## src/verilog/split_timeout_pkg.sv

```systemverilog
// Constants for split port link timeout recovery
package split_timeout_pkg;

  // ****************************************************************
  // Clock and timing
  // ****************************************************************
  localparam int CLK_PERIOD_NS   = 100;
  localparam int NS_PER_MS       = 1000000;
  localparam int CYC_PER_MS      = NS_PER_MS / CLK_PERIOD_NS;
  localparam int TO_100_MS       = 100;
  localparam int TO_250_MS       = 250;
  localparam int TO_500_MS       = 500;
  localparam int TO_750_MS       = 750;
  localparam int TO_1000_MS      = 1000;
  localparam int TO_2000_MS      = 2000;
  localparam int OFF_BASE_MS     = 350;
  localparam int OFF_STEP_MS     = 10;

  // ****************************************************************
  // Register map
  // ****************************************************************
  localparam logic [15:0] ADDR_TIMEOUT_CFG = 16'h4171;
  localparam logic [15:0] ADDR_OFF_DUR     = 16'h4176;
  localparam logic [15:0] ADDR_GLOBAL_EN   = 16'h4141;
  localparam logic [15:0] ADDR_PORT_EN     = 16'h3c48;
  localparam logic [7:0]  RST_TIMEOUT_CFG  = 8'h05;
  localparam logic [7:0]  RST_OFF_DUR      = 8'h05;
  localparam logic [7:0]  RST_GLOBAL_EN    = 8'h00;
  localparam logic [7:0]  RST_PORT_EN      = 8'h00;
  localparam logic [7:0]  MASK_TIMEOUT     = 8'h07;
  localparam logic [7:0]  MASK_GLOBAL      = 8'h01;
  localparam logic [7:0]  MASK_PORT_EN     = 8'h60;
  localparam int          PORT_EN_LSB      = 5;

  // ****************************************************************
  // Timeout select codes and link states
  // ****************************************************************
  localparam logic [2:0] SEL_OFF  = 3'h0;
  localparam logic [2:0] SEL_100  = 3'h1;
  localparam logic [2:0] SEL_250  = 3'h2;
  localparam logic [2:0] SEL_500  = 3'h3;
  localparam logic [2:0] SEL_750  = 3'h4;
  localparam logic [2:0] SEL_1000 = 3'h5;
  localparam logic [2:0] SEL_2000 = 3'h6;
  localparam logic [3:0] LS_BAD_LO = 4'h4;
  localparam logic [3:0] LS_BAD_HI = 4'h9;

endpackage : split_timeout_pkg

```

## src/verilog/split_port_watch.sv

```systemverilog
// One port watchdog: link timeout and power-off pulse
module split_port_watch
#(
  parameter int CNT_W = 26
)
(
  // Clock and reset
  input  wire logic             i_clk,
  input  wire logic             i_rst,
  input  wire logic             i_ce,
  // Configuration
  input  wire logic             i_enable,
  input  wire logic [CNT_W-1:0] i_limit,
  input  wire logic [CNT_W-1:0] i_off_cycles,
  // Link status, already synchronised
  input  wire logic [3:0]       i_link_state,
  // Status and pin
  output logic                  o_pwr_on,
  output logic                  o_in_reset
);

  // ****************************************************************
  // State
  // ****************************************************************
  typedef enum logic [0:0] {ST_WATCH, ST_OFF} state_e;

  typedef struct packed {
    state_e           st;
    logic [CNT_W-1:0] cnt;
    logic [3:0]       last;
    logic             pwr_on;
  } state_s;

  state_s r;
  state_s next_r;
  logic   bad;

  initial
  begin
    if (CNT_W < 8 || CNT_W > 31)
      $error("CNT_W out of range");
  end

  // ****************************************************************
  // Next state
  // ****************************************************************
  always_comb
  begin
    next_r = r;
    bad = (i_link_state >= split_timeout_pkg::LS_BAD_LO) &&
          (i_link_state <= split_timeout_pkg::LS_BAD_HI); // RULE12
    next_r.last = i_link_state;
    unique case (r.st)
      ST_WATCH:
      begin
        next_r.pwr_on = 1'b1; // RULE15
        if (!i_enable || i_limit == '0) // RULE2 RULE14
          next_r.cnt = '0;
        else if (!bad || i_link_state != r.last) // RULE11 RULE16
          next_r.cnt = '0;
        else if (r.cnt >= i_limit - 1'b1)
        begin
          next_r.cnt    = '0; // RULE6
          next_r.st     = ST_OFF;
          next_r.pwr_on = 1'b0; // RULE5 RULE13
        end
        else
          next_r.cnt = r.cnt + 1'b1;
      end
      ST_OFF:
      begin
        if (r.cnt >= i_off_cycles - 1'b1) // RULE7
        begin
          next_r.cnt    = '0; // RULE9
          next_r.st     = ST_WATCH;
          next_r.pwr_on = 1'b1;
        end
        else
          next_r.cnt = r.cnt + 1'b1;
      end
    endcase
  end

  always_ff @(posedge i_clk or posedge i_rst)
  begin
    if (i_rst)
      r <= '{st: ST_WATCH, cnt: '0, last: '0, pwr_on: 1'b1};
    else if (i_ce)
      r <= next_r;
  end

  assign o_pwr_on   = r.pwr_on;
  assign o_in_reset = (r.st == ST_OFF);

  // ****************************************************************
  // Checks
  // ****************************************************************
  property p_off_only_from_timeout;
    @(posedge i_clk) disable iff (i_rst)
    $fell(r.pwr_on) |-> $past(i_enable) && $past(i_limit) != '0;
  endproperty
  a_off_only_from_timeout: assert property (p_off_only_from_timeout) // RULE10
    else $error("power dropped without timeout");

  property p_on_when_disabled;
    @(posedge i_clk) disable iff (i_rst)
    (r.st == ST_WATCH) |-> r.pwr_on;
  endproperty
  a_on_when_disabled: assert property (p_on_when_disabled) // RULE15
    else $error("pin low outside pulse");

  property p_change_restarts;
    @(posedge i_clk) disable iff (i_rst)
    (i_ce && r.st == ST_WATCH && i_link_state != r.last)
      |=> r.cnt == '0 && r.pwr_on;
  endproperty
  a_change_restarts: assert property (p_change_restarts) // RULE16
    else $error("counter not restarted on state change");

  property p_good_state_clears;
    @(posedge i_clk) disable iff (i_rst)
    (i_ce && r.st == ST_WATCH && !bad) |=> r.cnt == '0;
  endproperty
  a_good_state_clears: assert property (p_good_state_clears) // RULE11
    else $error("valid link counted");

  property p_pulse_end_clears;
    @(posedge i_clk) disable iff (i_rst)
    $rose(r.pwr_on) |-> r.cnt == '0;
  endproperty
  a_pulse_end_clears: assert property (p_pulse_end_clears) // RULE9
    else $error("off timer not cleared");

  property p_fall_clears;
    @(posedge i_clk) disable iff (i_rst)
    $fell(r.pwr_on) |-> r.cnt == '0 && r.st == ST_OFF;
  endproperty
  a_fall_clears: assert property (p_fall_clears) // RULE6
    else $error("timeout counter not cleared");

endmodule : split_port_watch

```

## src/verilog/split_link_recovery.sv

```systemverilog
// Split port link timeout recovery with register port
// Overview of operation
// RULE1 - Select codes map to 100ms through 2s
// RULE2 - Code zero never pulses the pin
// RULE3 - Code 111b reserved, treated as off
// RULE4 - One timeout shared by all ports
// RULE5 - Stuck link for full timeout pulses pin
// RULE6 - Timeout expiry clears and restarts counter
// RULE7 - Pin held off for programmed duration
// RULE8 - Duration is 350ms plus 10ms per count
// RULE9 - Off timer clears when pulse ends
// RULE10 - Duration setting alone starts no pulse
// RULE11 - Validity judged from link state status
// RULE12 - States 0x4 to 0x9 count invalid
// RULE13 - Pin driven low during reset pulse
// RULE14 - Runs only with global and port enable
// RULE15 - Pin high outside pulses and when disabled; a pulse begun before disable still holds the pin low to its end
// RULE16 - Any state change restarts the counter
module split_link_recovery
#(
  parameter int CNT_W      = 26,
  parameter int CYC_PER_MS = split_timeout_pkg::CYC_PER_MS
)
(
  // Clock, reset, enable
  input  wire logic        i_clk,
  input  wire logic        i_rst,
  input  wire logic        i_ce,
  // Register port
  input  wire logic [15:0] i_addr,
  input  wire logic [7:0]  i_wdata,
  input  wire logic        i_wr,
  input  wire logic        i_rd,
  output logic      [7:0]  o_rdata,
  // Link state per port (5 then 6)
  input  wire logic [3:0]  i_link_state_p5,
  input  wire logic [3:0]  i_link_state_p6,
  // Split power pins, high means power on
  output logic             o_split_superspeed_power_pin_p5,
  output logic             o_split_superspeed_power_pin_p6
);

  localparam int NPORT = 2;

  // ****************************************************************
  // State
  // ****************************************************************
  typedef struct packed {
    logic [7:0] timeout_cfg;
    logic [7:0] off_dur;
    logic [7:0] global_en;
    logic [7:0] port_en;
    logic [7:0] rdata;
  } regs_s;

  regs_s r;
  regs_s next_r;

  logic [3:0]       ls_meta [NPORT];
  logic [3:0]       ls_sync [NPORT];
  logic [3:0]       ls_raw  [NPORT];
  logic [NPORT-1:0] pwr_on;
  logic [NPORT-1:0] in_rst;
  logic [NPORT-1:0] pin_q;
  logic [CNT_W-1:0] limit;
  logic [CNT_W-1:0] off_cycles;
  logic [31:0]      off_ms;

  assign ls_raw[0] = i_link_state_p5;
  assign ls_raw[1] = i_link_state_p6;

  initial
  begin
    if (CNT_W < 26 || CNT_W > 31)
      $error("CNT_W too small for 2.9s at 10MHz");
    if (CYC_PER_MS < 1)
      $error("CYC_PER_MS must be positive");
  end

  // ****************************************************************
  // Timeout decode, shared by all ports
  // ****************************************************************
  always_comb
  begin
    unique case (r.timeout_cfg[2:0]) // RULE1 RULE4
      split_timeout_pkg::SEL_100:
        limit = CNT_W'(split_timeout_pkg::TO_100_MS *
                       CYC_PER_MS);
      split_timeout_pkg::SEL_250:
        limit = CNT_W'(split_timeout_pkg::TO_250_MS *
                       CYC_PER_MS);
      split_timeout_pkg::SEL_500:
        limit = CNT_W'(split_timeout_pkg::TO_500_MS *
                       CYC_PER_MS);
      split_timeout_pkg::SEL_750:
        limit = CNT_W'(split_timeout_pkg::TO_750_MS *
                       CYC_PER_MS);
      split_timeout_pkg::SEL_1000:
        limit = CNT_W'(split_timeout_pkg::TO_1000_MS *
                       CYC_PER_MS);
      split_timeout_pkg::SEL_2000:
        limit = CNT_W'(split_timeout_pkg::TO_2000_MS *
                       CYC_PER_MS);
      default:
        limit = '0; // RULE2 RULE3
    endcase
    off_ms = split_timeout_pkg::OFF_BASE_MS +
             split_timeout_pkg::OFF_STEP_MS * 32'(r.off_dur); // RULE8
    off_cycles = CNT_W'(off_ms * CYC_PER_MS);
  end

  // ****************************************************************
  // Register file
  // ****************************************************************
  always_comb
  begin
    next_r = r;
    if (i_wr)
    begin
      unique case (i_addr)
        split_timeout_pkg::ADDR_TIMEOUT_CFG:
          next_r.timeout_cfg = i_wdata & split_timeout_pkg::MASK_TIMEOUT;
        split_timeout_pkg::ADDR_OFF_DUR:
          next_r.off_dur = i_wdata;
        split_timeout_pkg::ADDR_GLOBAL_EN:
          next_r.global_en = i_wdata & split_timeout_pkg::MASK_GLOBAL;
        split_timeout_pkg::ADDR_PORT_EN:
          next_r.port_en = i_wdata & split_timeout_pkg::MASK_PORT_EN;
        default:
          next_r.port_en = r.port_en;
      endcase
    end
    if (i_rd)
    begin
      unique case (i_addr)
        split_timeout_pkg::ADDR_TIMEOUT_CFG:
          next_r.rdata = r.timeout_cfg;
        split_timeout_pkg::ADDR_OFF_DUR:
          next_r.rdata = r.off_dur;
        split_timeout_pkg::ADDR_GLOBAL_EN:
          next_r.rdata = r.global_en;
        split_timeout_pkg::ADDR_PORT_EN:
          next_r.rdata = r.port_en |
            8'({in_rst, {split_timeout_pkg::PORT_EN_LSB{1'b0}}} << 1);
        default:
          next_r.rdata = 8'h00;
      endcase
    end
  end

  always_ff @(posedge i_clk or posedge i_rst)
  begin
    if (i_rst)
    begin
      r.timeout_cfg <= split_timeout_pkg::RST_TIMEOUT_CFG;
      r.off_dur     <= split_timeout_pkg::RST_OFF_DUR;
      r.global_en   <= split_timeout_pkg::RST_GLOBAL_EN;
      r.port_en     <= split_timeout_pkg::RST_PORT_EN;
      r.rdata       <= 8'h00;
    end
    else if (i_ce)
      r <= next_r;
  end

  assign o_rdata = r.rdata;

  // ****************************************************************
  // Per port watchdogs
  // ****************************************************************
  generate
    for (genvar p = 0; p < NPORT; p++)
    begin : g_port
      always_ff @(posedge i_clk or posedge i_rst)
      begin
        if (i_rst)
        begin
          ls_meta[p] <= 4'h0;
          ls_sync[p] <= 4'h0;
          pin_q[p]   <= 1'b1;
        end
        else if (i_ce)
        begin
          ls_meta[p] <= ls_raw[p];
          ls_sync[p] <= ls_meta[p];
          pin_q[p]   <= pwr_on[p]; // RULE13
        end
      end

      split_port_watch #(.CNT_W(CNT_W)) u_watch
      (
        .i_clk        (i_clk),
        .i_rst        (i_rst),
        .i_ce         (i_ce),
        .i_enable     (r.global_en[0] &&
                       r.port_en[split_timeout_pkg::PORT_EN_LSB + p]),
        .i_limit      (limit),
        .i_off_cycles (off_cycles),
        .i_link_state (ls_sync[p]),
        .o_pwr_on     (pwr_on[p]),
        .o_in_reset   (in_rst[p])
      ); // RULE14
    end
  endgenerate

  assign o_split_superspeed_power_pin_p5 = pin_q[0];
  assign o_split_superspeed_power_pin_p6 = pin_q[1];

  // ****************************************************************
  // Checks
  // ****************************************************************
  property p_reserved_off;
    @(posedge i_clk) disable iff (i_rst)
    (r.timeout_cfg[2:0] == 3'h7 || r.timeout_cfg[2:0] == 3'h0)
      |-> limit == '0;
  endproperty
  a_reserved_off: assert property (p_reserved_off) // RULE3
    else $error("reserved or zero code gives timeout");

  property p_off_duration;
    @(posedge i_clk) disable iff (i_rst)
    r.off_dur == 8'h05 |->
      off_cycles == CNT_W'((split_timeout_pkg::OFF_BASE_MS +
                            5 * split_timeout_pkg::OFF_STEP_MS) *
                           CYC_PER_MS);
  endproperty
  a_off_duration: assert property (p_off_duration) // RULE8
    else $error("default duration not 400ms");

  property p_off_base;
    @(posedge i_clk) disable iff (i_rst)
    r.off_dur == 8'h00 |->
      off_cycles == CNT_W'(split_timeout_pkg::OFF_BASE_MS * CYC_PER_MS);
  endproperty
  a_off_base: assert property (p_off_base) // RULE8
    else $error("minimum duration wrong");

  property p_limit_100;
    @(posedge i_clk) disable iff (i_rst)
    r.timeout_cfg[2:0] == split_timeout_pkg::SEL_100 |->
      limit == CNT_W'(split_timeout_pkg::TO_100_MS * CYC_PER_MS);
  endproperty
  a_limit_100: assert property (p_limit_100) // RULE1
    else $error("code one timeout wrong");

  property p_limit_2000;
    @(posedge i_clk) disable iff (i_rst)
    r.timeout_cfg[2:0] == split_timeout_pkg::SEL_2000 |->
      limit == CNT_W'(split_timeout_pkg::TO_2000_MS * CYC_PER_MS);
  endproperty
  a_limit_2000: assert property (p_limit_2000) // RULE1
    else $error("code six timeout wrong");

  property p_pin_follows;
    @(posedge i_clk) disable iff (i_rst)
    i_ce |=> pin_q == $past(pwr_on);
  endproperty
  a_pin_follows: assert property (p_pin_follows) // RULE13
    else $error("pin does not follow pulse");

  property p_gate_global;
    @(posedge i_clk) disable iff (i_rst)
    (i_ce && !r.global_en[0] && in_rst == '0) |=> in_rst == '0;
  endproperty
  a_gate_global: assert property (p_gate_global) // RULE14
    else $error("pulse with global split off");

  property p_gate_port5;
    @(posedge i_clk) disable iff (i_rst)
    (i_ce && !r.port_en[split_timeout_pkg::PORT_EN_LSB] && !in_rst[0])
      |=> !in_rst[0];
  endproperty
  a_gate_port5: assert property (p_gate_port5) // RULE14
    else $error("pulse on disabled port 5");

  property p_gate_port6;
    @(posedge i_clk) disable iff (i_rst)
    (i_ce && !r.port_en[split_timeout_pkg::PORT_EN_LSB + 1] && !in_rst[1])
      |=> !in_rst[1];
  endproperty
  a_gate_port6: assert property (p_gate_port6) // RULE14
    else $error("pulse on disabled port 6");

  // ****************************************************************
  // Register checks
  // ****************************************************************
  property p_cfg_masked;
    @(posedge i_clk) disable iff (i_rst)
    r.timeout_cfg[7:3] == '0;
  endproperty
  a_cfg_masked: assert property (p_cfg_masked) // RULE1
    else $error("timeout reserved bits set");

  property p_dur_write;
    @(posedge i_clk) disable iff (i_rst)
    (i_ce && i_wr && i_addr == split_timeout_pkg::ADDR_OFF_DUR)
      |=> r.off_dur == $past(i_wdata);
  endproperty
  a_dur_write: assert property (p_dur_write) // RULE7
    else $error("duration write lost");

  property p_cfg_read;
    @(posedge i_clk) disable iff (i_rst)
    (i_ce && i_rd && i_addr == split_timeout_pkg::ADDR_TIMEOUT_CFG)
      |=> o_rdata == $past(r.timeout_cfg);
  endproperty
  a_cfg_read: assert property (p_cfg_read) // RULE1
    else $error("timeout read data wrong");

endmodule : split_link_recovery

```

## config.mk

```make
export PLATFORM = sky130hd
export DESIGN_NAME = split_link_recovery
export DESIGN_NICKNAME = d
export VERILOG_FILES = /design/src/verilog/split_timeout_pkg.sv /design/src/verilog/split_port_watch.sv /design/src/verilog/split_link_recovery.sv
export SDC_FILE = /design/constraint.sdc
export NUM_CORES = 1
export LEC_CHECK = 0
export CORE_UTILIZATION = 53
export CTS_CLUSTER_SIZE = 16
export DETAILED_ROUTE_END_ITERATION = 16
export DONT_BUFFER_PORTS = 1
export PLACE_DENSITY = 0.66
export SKIP_LAST_GASP = 1
export SLEW_MARGIN = 5
export SYNTH_ARGS = -nofsm -noshare
export SYNTH_HDL_FRONTEND = slang
export SYNTH_SLANG_ARGS = --single-unit
```

## constraint.sdc

```tcl
create_clock -name i_clk -period 9.7 [get_ports i_clk]
set_input_delay 1.94 -clock i_clk [delete_from_list [all_inputs] [get_ports i_clk]]
set_output_delay 1.94 -clock i_clk [all_outputs]
set_load 0.01 [all_outputs]
```

-- After elaboration in Yosys (flattened, before gate mapping)
Index checks and enable logic that the tools add are counted.
- bitwise gates (word level): 3
- multiplexer cells: 30
- reduce and logical (&&, ||, !) cells: 20
- eq/ne operators: 14
- order comparisons: 8
- $mul: 2
- add/sub/neg operators: 5
- operators with widths (operator ; number):
    $mux 26 ; 8
    $pmux 25 s6 ; 1
    $pmux 27 s2 ; 2
    $ge 26x26->1 ; 4
    $add 26x1->26 const B ; 2
    $eq 16x15->1 const B ; 3
    $pmux 8 s4 ; 1
    $logic_not 26->1 ; 1
    $sub 25x1->26 const B ; 1
    $sub 26x1->26 const B ; 1
    $mul 13x10->22 const B ; 1
    $eq 16x14->1 const B ; 1
    $mux 1 ; 16
    $add 9x12->13 const A ; 1
    $reduce_and 3->1 ; 4
    $mul 3x8->11 const A ; 1
    $eq 3x3->1 const B ; 3
    $ge 4x3->1 const B ; 2
    $le 4x4->1 const B ; 2
    $ne 4x4->1 ; 2
    $or 7x8->8 ; 1
    $eq 3x2->1 const B ; 2
    $reduce_and 2->1 ; 3
    $logic_and 1x1->1 ; 4
    other kinds (6) ; 15
- output and inout port bits: 10
- register bits: 104
- logic and storage cells: 101
- input port bits: 37

-- Depth between registers and ports, before layout
Gate-level depths: netlist (run 1).
- word-level depth: 8
- mapped depth: 39
- gate-level depth less buffers: 38

-- Hierarchy
From an unflattened synthesis (run 1), not the netlist that was laid out.
- cell total of the unflattened synthesis: 1275
- area, all modules: 11379.7 um^2
- modules (own cells, without submodules) (module ; seq. area each (um^2) ; area each (um^2) ; times used ; cells an instance):
    split_link_recovery ; 1008.5 ; 4346.7 ; 1 ; 454
    split_port_watch (g_port[0].u_watch) ; 802.0 ; 3529.6 ; 1 ; 406
    split_port_watch (g_port[1].u_watch) ; 802.0 ; 3503.4 ; 1 ; 415

-- Worst setup path after synthesis (run 1)
No wires, ideal clock.
- path kind: register to register
- start: register r[25] (netlist bit)
- end: register g_port[1].u_watch.r[6] (netlist bit)
- data arrival time: 8250 ps
- data required time: 9628 ps
- path slack: 1378 ps
- stages on the path, launching flop included: 31
- cell sequence: dfrtp_1 ha_1 ha_1 or4_1 a21o_1 nand2_1 xor2_1 fa_1 ha_1 fa_1 ha_1 fa_1 ha_1 a21oi_1 mux2_2 a311oi_1 nand3b_1 inv_1 nand2_1 xnor2_1 ha_1 a21o_1 a21o_1 a211oi_1 o31ai_1 a32o_1 a211o_1 o21ai_2 a22oi_2 buf_2 nor2_1
- longest elaborated chain between the ends: 7
- ends and longest elaborated chain (element ; line ; text):
    start: declaration ; split_link_recovery.sv:56 ; regs_s r;
    start signal: assignment ; split_link_recovery.sv:162 ; r <= next_r;
    $mul 3x8->11 ; split_link_recovery.sv:108 ; split_timeout_pkg::OFF_STEP_MS * 32'(r.off_dur);
    $add 9x12->13 ; split_link_recovery.sv:107 ; off_ms = split_timeout_pkg::OFF_BASE_MS +
    $mul 13x10->22 ; split_link_recovery.sv:109 ; off_cycles = CNT_W'(off_ms * CYC_PER_MS);
    $sub 26x1->26 ; split_port_watch.sv:72 ; if (r.cnt >= i_off_cycles - 1'b1)
    $ge 26x26->1 ; split_port_watch.sv:72 ;
    $mux 26 ; split_port_watch.sv:72 ;
    $pmux 27 s2 ; split_port_watch.sv:53 ; unique case (r.st)
    end signal: assignment ; split_port_watch.sv:87 ; r <= '{st: ST_WATCH, cnt: '0, last: '0, pwr_on: 1'b1};
    end signal: assignment ; split_port_watch.sv:89 ; r <= next_r;
    end: declaration ; split_port_watch.sv:34 ; state_s r;
Every way passes these cells.
A chain may end at the register's enable or synchronous reset.

-- Worst setup path in the final report (run 1)
- start: register r[25] (netlist bit)
- end: register g_port[0].u_watch.r[9] (netlist bit)
- longest elaborated chain between the ends: 7
- ends and longest elaborated chain (element ; line):
    $mul 3x8->11 ; split_link_recovery.sv:108
    $add 9x12->13 ; split_link_recovery.sv:107
    $mul 13x10->22 ; split_link_recovery.sv:109
    $sub 26x1->26 ; split_port_watch.sv:72
    $ge 26x26->1 ; split_port_watch.sv:72
    $mux 26 ; split_port_watch.sv:72
    $pmux 27 s2 ; split_port_watch.sv:53
    end signal: assignment ; split_port_watch.sv:87
    end signal: assignment ; split_port_watch.sv:89
    end: declaration ; split_port_watch.sv:34
Every way passes these cells.

==> out/metrics.yaml, run 1 <==
die:
  die_area_mm2: 0.0191
  initial_core_util: 0.543
  die_height_um: 138
  coreArea_mm2: 0.0181
  rows: 49
  fp.dieW_um: 138
  io_pins: 47
yosys:
  synth_area_leader_cell: "dfrtp_1"
  synth_area_mm2: 0.00982
  synthAdderAreaFrac: 0.241
  synth_top_family_by_area: "adder cells"
  synth_simple_gate_area_frac: 0.182
  ys_seq_area_frac: 0.266
  ys_ff_latch: 104
  ys_types: 75
  yosys-top-cells-area: "dfrtp_1 24%, ha_1 19%, xor2_1 5.3%, fa_1 4.7%, mux2_2 4.4%"
  netlist.area_leader.share: 0.245
  synth_compound_area_frac: 0.134
  synthMuxAreaShare: 0.0476
  synthXorXnorAreaFrac: 0.0820
  synth_enable_flop_cells: 0
  async_flop_share: 1.00
  syn_area_per_cell_um2: 9.19
  synthCells: 1069
  synth_ff_type: "dfrtp_1"
  yosysWarnings: 0
sta:
  fin_crit_ns: 9.04
  hold_viol: 0
  drv_slew: 0
  finalSetupViolations: 0
  fin_skew_ns: 0.0146
  fmax_ghz: 0.111
  rsz0062_at_grt: "no"
  tns_ns: 0
  worst-slew-pin-transition_ns: 0.883
  min_period_over_period: 0.932
  relSlewSlack: 0.407
cells_and_area:
  drive_gt1_frac: 0.0869
  diodes: 0
  final_common_cell: "ha_1"
  layout_common_cells: "152 x ha_1, 102 x nor2_1, 96 x dfrtp_1, 79 x nand2_1, 78 x inv_1"
  fin_util: 0.575
  fillers: 1598
  final_cell_area_mm2: 0.0104
  nets: 1277
  syn2layout_area_growth_pct: 5.77
grt:
  grt_pass1_wl_mm: 36.1
  antenna_found_initial: 0
  track_usage: 0.234
  grt_max_degree: 70
  grt_pass1_vias: 7356
  overflow: 0
worst_setup_path:
  cpMaxStageDelayCell: "or4_1"
  required_ns: 9.98
  crit_path_max_fanout: 7
  worstSetupEndpointType: "register"
  startpoint_type: "register"
  arrival_ns: 9.32
  critPathKind: "register to register"
  r2r_slack_ns: 0.66
  slowest_delay_ns: 0.62
  crit_top_cell: "ha_1"
drt:
  drtIter0Drc: 416
  routed_wl_mm: 21.8
  avgRoutedWirePerCell_um: 16.8
  dr.pass1.iters: 5
  routed_via_density: 5.82
  ant_nets: 0
  drc: 0
  vias: 7554
placed_design:
  place_area_mm2: 0.0100
  port_buffers: 0
  globalplace.congestion: 0.881
  dp_hpwl_mm: 17.1
clock_tree:
  cts-root-buf: "clkbuf_16"
  htree_levels: 3
  cts_made_buffers: 9
  clk_pin_slew_ns: 0.08
  clkSinkCount: 104
  cts_tree: "yes"
  clk_latency_ns: 0.36
  ctsLongestPathBuffers: 2
  hold_buffers: 0
power:
  powerDensity_mw_per_mm2: 87.7
  ir_drop_uv: 150
  p_leak_nw: 5.15
worst_hold_path:
  hold_class: "register to register"
outcome:
  outcome: "complete, no violations"
flow_run:
  max-cap-violations: 0
==> power breakdown <==
part	internal [W]	switching, W	total [W]
Sequential	0.000449	0.0000118	0.000461
Combinational	0.0000367	0.0000449	0.0000816
Clock	0.000183	0.000186	0.000369
Total	0.000669	0.000243	0.000912
==> synth_stat cells, types with 29 or more instances <==
library cell / n
ha_1: 152
nor2_1: 102
dfrtp_1: 96
nand2_1: 80
inv_1: 79
xor2_1: 59
a21oi_1: 51
mux2_2: 38
o21ai_0: 37
xnor2_1: 33
a21o_1: 32
nand3_1: 29
==> sequential cells by signal (all words and copies together) (netlist names) <==
signal,flops
o_split_superspeed_power_pin_p6,1
g_port.u_watch.o_pwr_on,2
g_port.u_watch.r,60
o_split_superspeed_power_pin_p5,1
r,14
o_rdata,8
ls_meta,8
ls_sync,8
g_port.u_watch.o_in_reset,2
==> final cells by class <==
class,count,area [um^2],share of cell area
Clock buffer,9,225,0.0217
Clock inverter,7,73.8,0.00710
Inverter,79,299,0.0288
Multi-Input combinational cell,859,6790,0.654
Sequential cell,104,2610,0.251
Tap cell,229,287,0.0276
Timing Repair Buffer,12,103,0.00987
==> worst max-delay path: cells and delay by family, from the launching register on <==
family                     cells  cell delay [ns]
AOI/OAI and AO/OA              9             1.85
buffers and inverters          5             0.37
DFF                            1             0.47
adders and majority gates      9             3.36
and+or+nand+nor               10             2.74
xor gates and xnor gates       1             0.18
==> metal layers <==
layer  track usage  up-vias  share of wire
li1              -     3798              -
met1         0.307     3611           0.48
met2         0.399      122           0.47
met3        0.0402       23          0.042
met4        0.0603        0          0.015
met5             0        -              0
==> stage by stage <==
step	power (W)	setup slack, ns	instances	hold WS (ns)
2_1_floorplan	0.000535	1.38	1071	0.442
3_3_place_gp	0.000547	0.414	1279	0.461
3_5_place_dp	0.000549	0.171	1279	0.458
4_1_cts	0.000919	0.141	1295	0.474
5_1_grt	0.000949	0.0475	1299	0.505
6_report	0.000912	0.656	1299	0.474
==> kinds of logic after synthesis <==
logic type | count (synthesis)
other cells | 2
flops | 104
compound gates | 195
mux | 42
xor+xnor | 92
fa+ha+maj | 176
simple gates | 349
buf+inv | 109
==> what timing repair did <==
action | in CTS | in global routing
resized for setup | 0 | 4
setup buffers | 0 | 3
endpoints found under the setup margin | 0 | 39
==> path summary, 6_finish.rpt <==
kind                       cells after the start                          to                       start
max                                           34      g_port[0].u_watch.r[9]                       r[25]
max in group asynchronous                      2      g_port[0].u_watch.r[2]                       i_rst
max reg2reg                                   34      g_port[0].u_watch.r[9]                       r[25]
min                                            2  g_port[0].u_watch.o_pwr_on  g_port[0].u_watch.o_pwr_on
min in group asynchronous                      1      g_port[0].u_watch.r[7]                       i_rst
min reg2reg                                    2  g_port[0].u_watch.o_pwr_on  g_port[0].u_watch.o_pwr_on
(Power assumes the default switching activity.)
==> inputs of run 2 (changes only) <==
--- a/config.mk
+++ b/config.mk
@@ -5,11 +5,13 @@
 export SDC_FILE = /design/constraint.sdc
 export NUM_CORES = 1
 export LEC_CHECK = 0
-export CORE_UTILIZATION = 53
+export CELL_PAD_IN_SITES_DETAIL_PLACEMENT = 1
+export CELL_PAD_IN_SITES_GLOBAL_PLACEMENT = 1
+export CORE_UTILIZATION = 51
 export CTS_CLUSTER_SIZE = 16
 export DETAILED_ROUTE_END_ITERATION = 16
 export DONT_BUFFER_PORTS = 1
-export PLACE_DENSITY = 0.66
+export PLACE_DENSITY = 0.8
 export SKIP_LAST_GASP = 1
 export SLEW_MARGIN = 5
 export SYNTH_ARGS = -nofsm -noshare
==> out/metrics.yaml, run 2 (same netlist as run 1, synthesis figures left out) <==
clock_tree:
  clk_pin_slew_ns: 0.08  # about the same
  cts_made_buffers: 9  # unchanged
  clkSinkCount: 104  # unchanged
  ctsLongestPathBuffers: 2  # unchanged
  clk_latency_ns: 0.37  # about the same
  cts_tree: "yes"
  hold_buffers: 0  # unchanged
  cts-root-buf: "clkbuf_16"
  htree_levels: 3  # unchanged
grt:
  track_usage: 0.272  # +0.0384
  overflow: 0  # unchanged
  grt_max_degree: 74  # +5.7%
  grt_pass1_wl_mm: 42.7  # +18%
  antenna_found_initial: 0  # unchanged
  grt_pass1_vias: 8628  # +17%
sta:
  fin_crit_ns: 9.31  # +0.268 ns
  hold_viol: 0  # unchanged
  fmax_ghz: 0.107  # -2.9%
  drv_slew: 0  # unchanged
  worst-slew-pin-transition_ns: 0.970  # +0.0868 ns
  setup_ws_ns: 0.388  # -0.268 ns
  finalSetupViolations: 0  # unchanged
  min_period_over_period: 0.960  # +0.0276
  fin_skew_ns: 0.0156  # +0.000981 ns
  relSlewSlack: 0.348  # -0.0583
cells_and_area:
  largest_reg_flops: 60  # unchanged
  fin_util: 0.561  # -0.0134
  syn2layout_area_growth_pct: 7.20
  multiInputGateArea_mm2: 0.00685  # +0.92%
  reg_top3: "g_port.u_watch.r: 60 flops, r: 14 flops"
  final_common_cell: "ha_1"
  register_area_mm2: 0.00261  # unchanged
  layout_common_cells: "151 x ha_1, 101 x nor2_1, 96 x dfrtp_1, 78 x nand2_1, 78 x inv_1"
  nets: 1281  # +0.31%
  largest-register: "g_port.u_watch.r"
  fillers: 2174  # +36%
  diodes: 0  # unchanged
  drive_gt1_frac: 0.103  # +0.0164
worst_setup_path:
  arrival_ns: 9.56  # +0.24 ns
  crit_top_cell: "ha_1"
  slowest_delay_ns: 0.59  # -0.03 ns
  worstSetupEndpointType: "register"
  crit_path_max_fanout: 10  # +3
  required_ns: 9.95  # -0.03 ns
  startpoint_type: "register"
  cpMaxStageDelayCell: "or4_1"
  critPathKind: "register to register"
drt:
  dr.pass1.iters: 4  # -1
  drtIter0Drc: 320  # -23%
  routed_wl_mm: 26.0  # +20%
  ant_nets: 0  # unchanged
  avgRoutedWirePerCell_um: 19.9  # +19%
  vias: 7883  # +4.4%
  routed_via_density: 6.03  # +3.6%
  drc: 0  # unchanged
placed_design:
  dp_slack_ns: 0.172  # +0.00126 ns
  port_buffers: 0  # unchanged
  dp_hpwl_mm: 20.2  # +18%
  globalplace.congestion: 0.866  # -1.7%
die:
  io_pins: 47  # unchanged
  die_area_mm2: 0.0198  # +3.9%
  die_height_um: 141  # +1.9%
  coreArea_mm2: 0.0188  # +3.8%
  fp.dieW_um: 141  # +1.9%
  rows: 50  # +2.0%
  initial_core_util: 0.523  # -0.0197
outcome:
  outcome: "complete, no violations"
power:
  p_sw_w: 0.000249  # +2.2%
  ir_drop_uv: 97.5  # -35%
  internal_power_w: 0.000696  # +4.2%
  powerDensity_mw_per_mm2: 89.7  # +2.3%
  p_leak_nw: 5.22  # +1.4%
  combPwrFrac: 0.091  # +0.002
  p_seq_frac: 0.489  # -0.017
  switching_share: 0.263  # -0.00365
  power_frac_clock: 0.420  # +0.015
flow_run:
  max-cap-violations: 0  # unchanged
worst_hold_path:
  hold_class: "register to register"
==> run 2: cell count changes in the layout (fill, tap and decap cells not counted), moves of 2 or more <==
| cell | previous run | this run |
|---|---|---|
| buf_4 | 11 | 15 |
| a21oi_1 | 50 | 47 |
| a21oi_2 | 1 | 4 |
| xnor2_1 | 33 | 30 |
| clkinvlp_4 | 2 | 0 |
| inv_6 | 0 | 2 |
| xnor2_2 | 0 | 2 |
==> run 2: cell type report <==
class,instances,share of cell area
clock buffer,9,0.0214
clock inverter,7,0.00903
inverter,79,0.0284
multi-input combinational,858,0.651
sequential,104,0.248
tap,234,0.0278
timing repair buffer,17,0.0145
==> run 2: final timing paths <==
path                                                 start  depth (start not counted)  slack (ns)                    endpoint
min in group asynchronous                            i_rst                          1        1.43                  ls_sync[3]
worst max-delay path                                 r[25]                         38        0.39     g_port[0].u_watch.r[10]
worst min register to register  g_port[0].u_watch.o_pwr_on                          2        0.47  g_port[0].u_watch.o_pwr_on
max in group asynchronous                            i_rst                          2        7.04                  o_rdata[5]
worst min-delay path            g_port[0].u_watch.o_pwr_on                          2        0.47  g_port[0].u_watch.o_pwr_on
worst max register to register                       r[25]                         38        0.39     g_port[0].u_watch.r[10]
==> run 2: power by group through the flow <==
stage	logic (W)	registers (W)	clock network (W)
2_1_floorplan	0.0000684	0.000466	0
3_3_place_gp	0.0000806	0.000469	0
3_5_place_dp	0.0000839	0.000471	0
4_1_cts	0.0000845	0.000462	0.000407
5_1_grt	0.0000975	0.000465	0.000419
6_report	0.0000865	0.000462	0.000397
==> run 2: timing repair <==
action                     CTS  global route
setup endpoints to repair    0            49
setup buffers                0             6
gates resized for setup      0            22
==> run 2: layer usage <==
layer | vias up | track usage | part of all wire
met3 | 44 | 0.0394 | 0.038
met1 | 3920 | 0.341 | 0.44
met4 | 0 | 0.0818 | 0.022
li1 | 3794 | - | -
met2 | 125 | 0.485 | 0.50
met5 | - | 0 | 0
==> run 2: critical path: cells and delay by family, from the launching register on <==
kind,cells,cell delay (ns)
flip-flops,1,0.47
AND/OR/NAND/NOR,11,2.39
XOR/XNOR,2,0.36
AO/OA/AOI/OAI,8,1.35
adder cells (fa/ha/maj),10,3.91
buffers and inverters,7,0.69
==> run 2: stage by stage <==
stage	power [W]	hold slack [ns]	TNS, ns	instance area, um^2	instances
after floorplan	0.000535	0.442	0	9830	1071
final	0.000945	0.470	0	10500	1308
after detailed placement	0.000555	0.465	0	10000	1285
after CTS	0.000953	0.477	0	10400	1301
after global routing	0.000981	0.500	-1.31	10500	1308
after global placement	0.000550	0.458	0	10000	1285
==> inputs of run 3 (changes only) <==
--- a/config.mk
+++ b/config.mk
@@ -11,6 +11,7 @@
 export CTS_CLUSTER_SIZE = 16
 export DETAILED_ROUTE_END_ITERATION = 16
 export DONT_BUFFER_PORTS = 1
+export MAX_ROUTING_LAYER = met4
 export PLACE_DENSITY = 0.8
 export SKIP_LAST_GASP = 1
 export SLEW_MARGIN = 5
==> out/metrics.yaml, run 3 (same netlist as run 1, synthesis figures left out) <==
sta:
  drv_slew: 0  # unchanged
  relSlewSlack: 0.360  # +0.0120
  fmax_ghz: 0.107  # about the same
  worst-slew-pin-transition_ns: 0.952  # -0.0179 ns
  setup_ws_ns: 0.384  # -0.00405 ns
  fin_crit_ns: 9.32  # +0.00405 ns
  hold_viol: 0  # unchanged
  min_period_over_period: 0.960  # about the same
  finalSetupViolations: 0  # unchanged
  fin_skew_ns: 0.0162  # +0.000647 ns
clock_tree:
  htree_levels: 3  # unchanged
  clkSinkCount: 104  # unchanged
  clk_latency_ns: 0.36  # about the same
  cts_tree: "yes"
  clk_pin_slew_ns: 0.07  # about the same
  cts-root-buf: "clkbuf_16"
  ctsLongestPathBuffers: 2  # unchanged
  hold_buffers: 0  # unchanged
  cts_made_buffers: 9  # unchanged
worst_setup_path:
  crit_top_cell: "ha_1"
  crit_path_max_fanout: 10  # unchanged
  required_ns: 9.94  # about the same
  cpMaxStageDelayCell: "or4_1"
  reg2reg_depth: 38  # unchanged
  slowest_delay_ns: 0.59  # about the same
  startpoint_type: "register"
  worstSetupEndpointType: "register"
  critPathKind: "register to register"
  arrival_ns: 9.56  # about the same
drt:
  avgRoutedWirePerCell_um: 19.9  # -0.25%
  routed_wl_mm: 26.0  # -0.25%
  drtIter0Drc: 332  # +3.8%
  dr.pass1.iters: 6  # +2
  drc: 0  # unchanged
  ant_nets: 0  # unchanged
  routed_via_density: 6.02  # -0.11%
  vias: 7874  # -0.11%
cells_and_area:
  multiInputGateArea_mm2: 0.00685  # unchanged
  reg_top3: "g_port.u_watch.r: 60 flops, r: 14 flops"
  fillers: 2174  # unchanged
  largest-register: "g_port.u_watch.r"
  final_common_cell: "ha_1"
  diodes: 0  # unchanged
  nets: 1281  # unchanged
  syn2layout_area_growth_pct: 7.20  # unchanged
  layout_common_cells: "151 x ha_1, 101 x nor2_1, 96 x dfrtp_1, 78 x nand2_1, 78 x inv_1"
  register_area_mm2: 0.00261  # unchanged
  drive_gt1_frac: 0.103  # unchanged
  largest_reg_flops: 60  # unchanged
power:
  ir_drop_uv: 97.2  # -0.29%
  finalPower_w: 0.000942  # -0.25%
  p_leak_nw: 5.22  # unchanged
  powerDensity_mw_per_mm2: 89.5  # -0.25%
grt:
  grt_pass1_wl_mm: 42.6  # -0.21%
  grt_max_degree: 74  # unchanged
  antenna_found_initial: 0  # unchanged
  grt_pass1_vias: 8636  # +0.093%
  track_usage: 0.280  # +0.00767
  overflow: 0  # unchanged
die:
  initial_core_util: 0.523  # unchanged
  rows: 50  # unchanged
  die_height_um: 141  # unchanged
  coreArea_mm2: 0.0188  # unchanged
  die_area_mm2: 0.0198  # unchanged
  io_pins: 47  # unchanged
  fp.dieW_um: 141  # unchanged
placed_design:
  globalplace.congestion: 0.880  # +1.6%
  dp_hpwl_mm: 20.2  # unchanged
  port_buffers: 0  # unchanged
  dp_slack_ns: 0.172  # unchanged
worst_hold_path:
  hold_class: "register to register"
  min_path_cells: 2  # unchanged
outcome:
  outcome: "complete, no violations"
flow_run:
  max-cap-violations: 0  # unchanged
==> run 3: per-layer routing <==
| layer | track usage | wire (um) | up-vias |
|---|---|---|---|
| met5 | - | 0 | - |
| met4 | 0.0835 | 586 | 0 |
| met3 | 0.0367 | 894 | 45 |
| met2 | 0.485 | 13000 | 116 |
| met1 | 0.340 | 11500 | 3920 |
| li1 | - | - | 3793 |
==> run 3: final cells by class <==
cell class              count  area share
multi-input cells         858       0.651
flip-flops and latches    104       0.248
inverters                  79      0.0284
well taps                 234      0.0278
clock buffers               9      0.0214
repair buffers             17      0.0145
clock inverters             7     0.00903
==> run 3: power breakdown <==
part / switching (W) / internal [W] / leakage (nW)
sequential: 0.0000125 / 0.000449 / 1.36
combinational: 0.0000482 / 0.0000385 / 3.70
clock: 0.000185 / 0.000209 / 0.157
==> run 3: stage by stage <==
step	std cells	setup TNS (ns)	util	hold WS [ns]	cell area [um^2]
2_1_floorplan	1071	0	-	0.442	9830
5_1_grt	1308	-1.19	0.561	0.500	10500
3_3_place_gp	1285	0	0.535	0.458	10000
6_report	1308	0	0.561	0.470	10500
3_5_place_dp	1285	0	0.535	0.465	10000
4_1_cts	1301	0	0.552	0.477	10400
==> run 3: critical path: cells and delay by family, from the launching register on <==
family	cells	cell delay, ns
adder cells (fa/ha/maj)	10	3.91
buffers and inverters	7	0.70
AND/OR/NAND/NOR	11	2.40
XOR/XNOR	2	0.36
flip-flops	1	0.47
AO/OA/AOI/OAI	8	1.36
==> run 3: path summary, 6_finish.rpt <==
kind / to / slack, ns / start
setup / recovery: g_port[0].u_watch.r[10] / 0.38 / r[25]
max in group asynchronous: o_rdata[5] / 7.02 / i_rst
min in group asynchronous: ls_sync[3] / 1.43 / i_rst
hold reg to reg: g_port[0].u_watch.o_pwr_on / 0.47 / g_port[0].u_watch.o_pwr_on
setup reg to reg: g_port[0].u_watch.r[10] / 0.38 / r[25]
hold / removal: g_port[0].u_watch.o_pwr_on / 0.47 / g_port[0].u_watch.o_pwr_on
==> run 3: repair_timing <==
action / 4_1_cts / 5_1_grt
gates resized for setup: 0 / 22
buffers inserted: 0 / 6
endpoints found under the hold margin: 0 / 0
endpoints found under the setup margin: 0 / 49
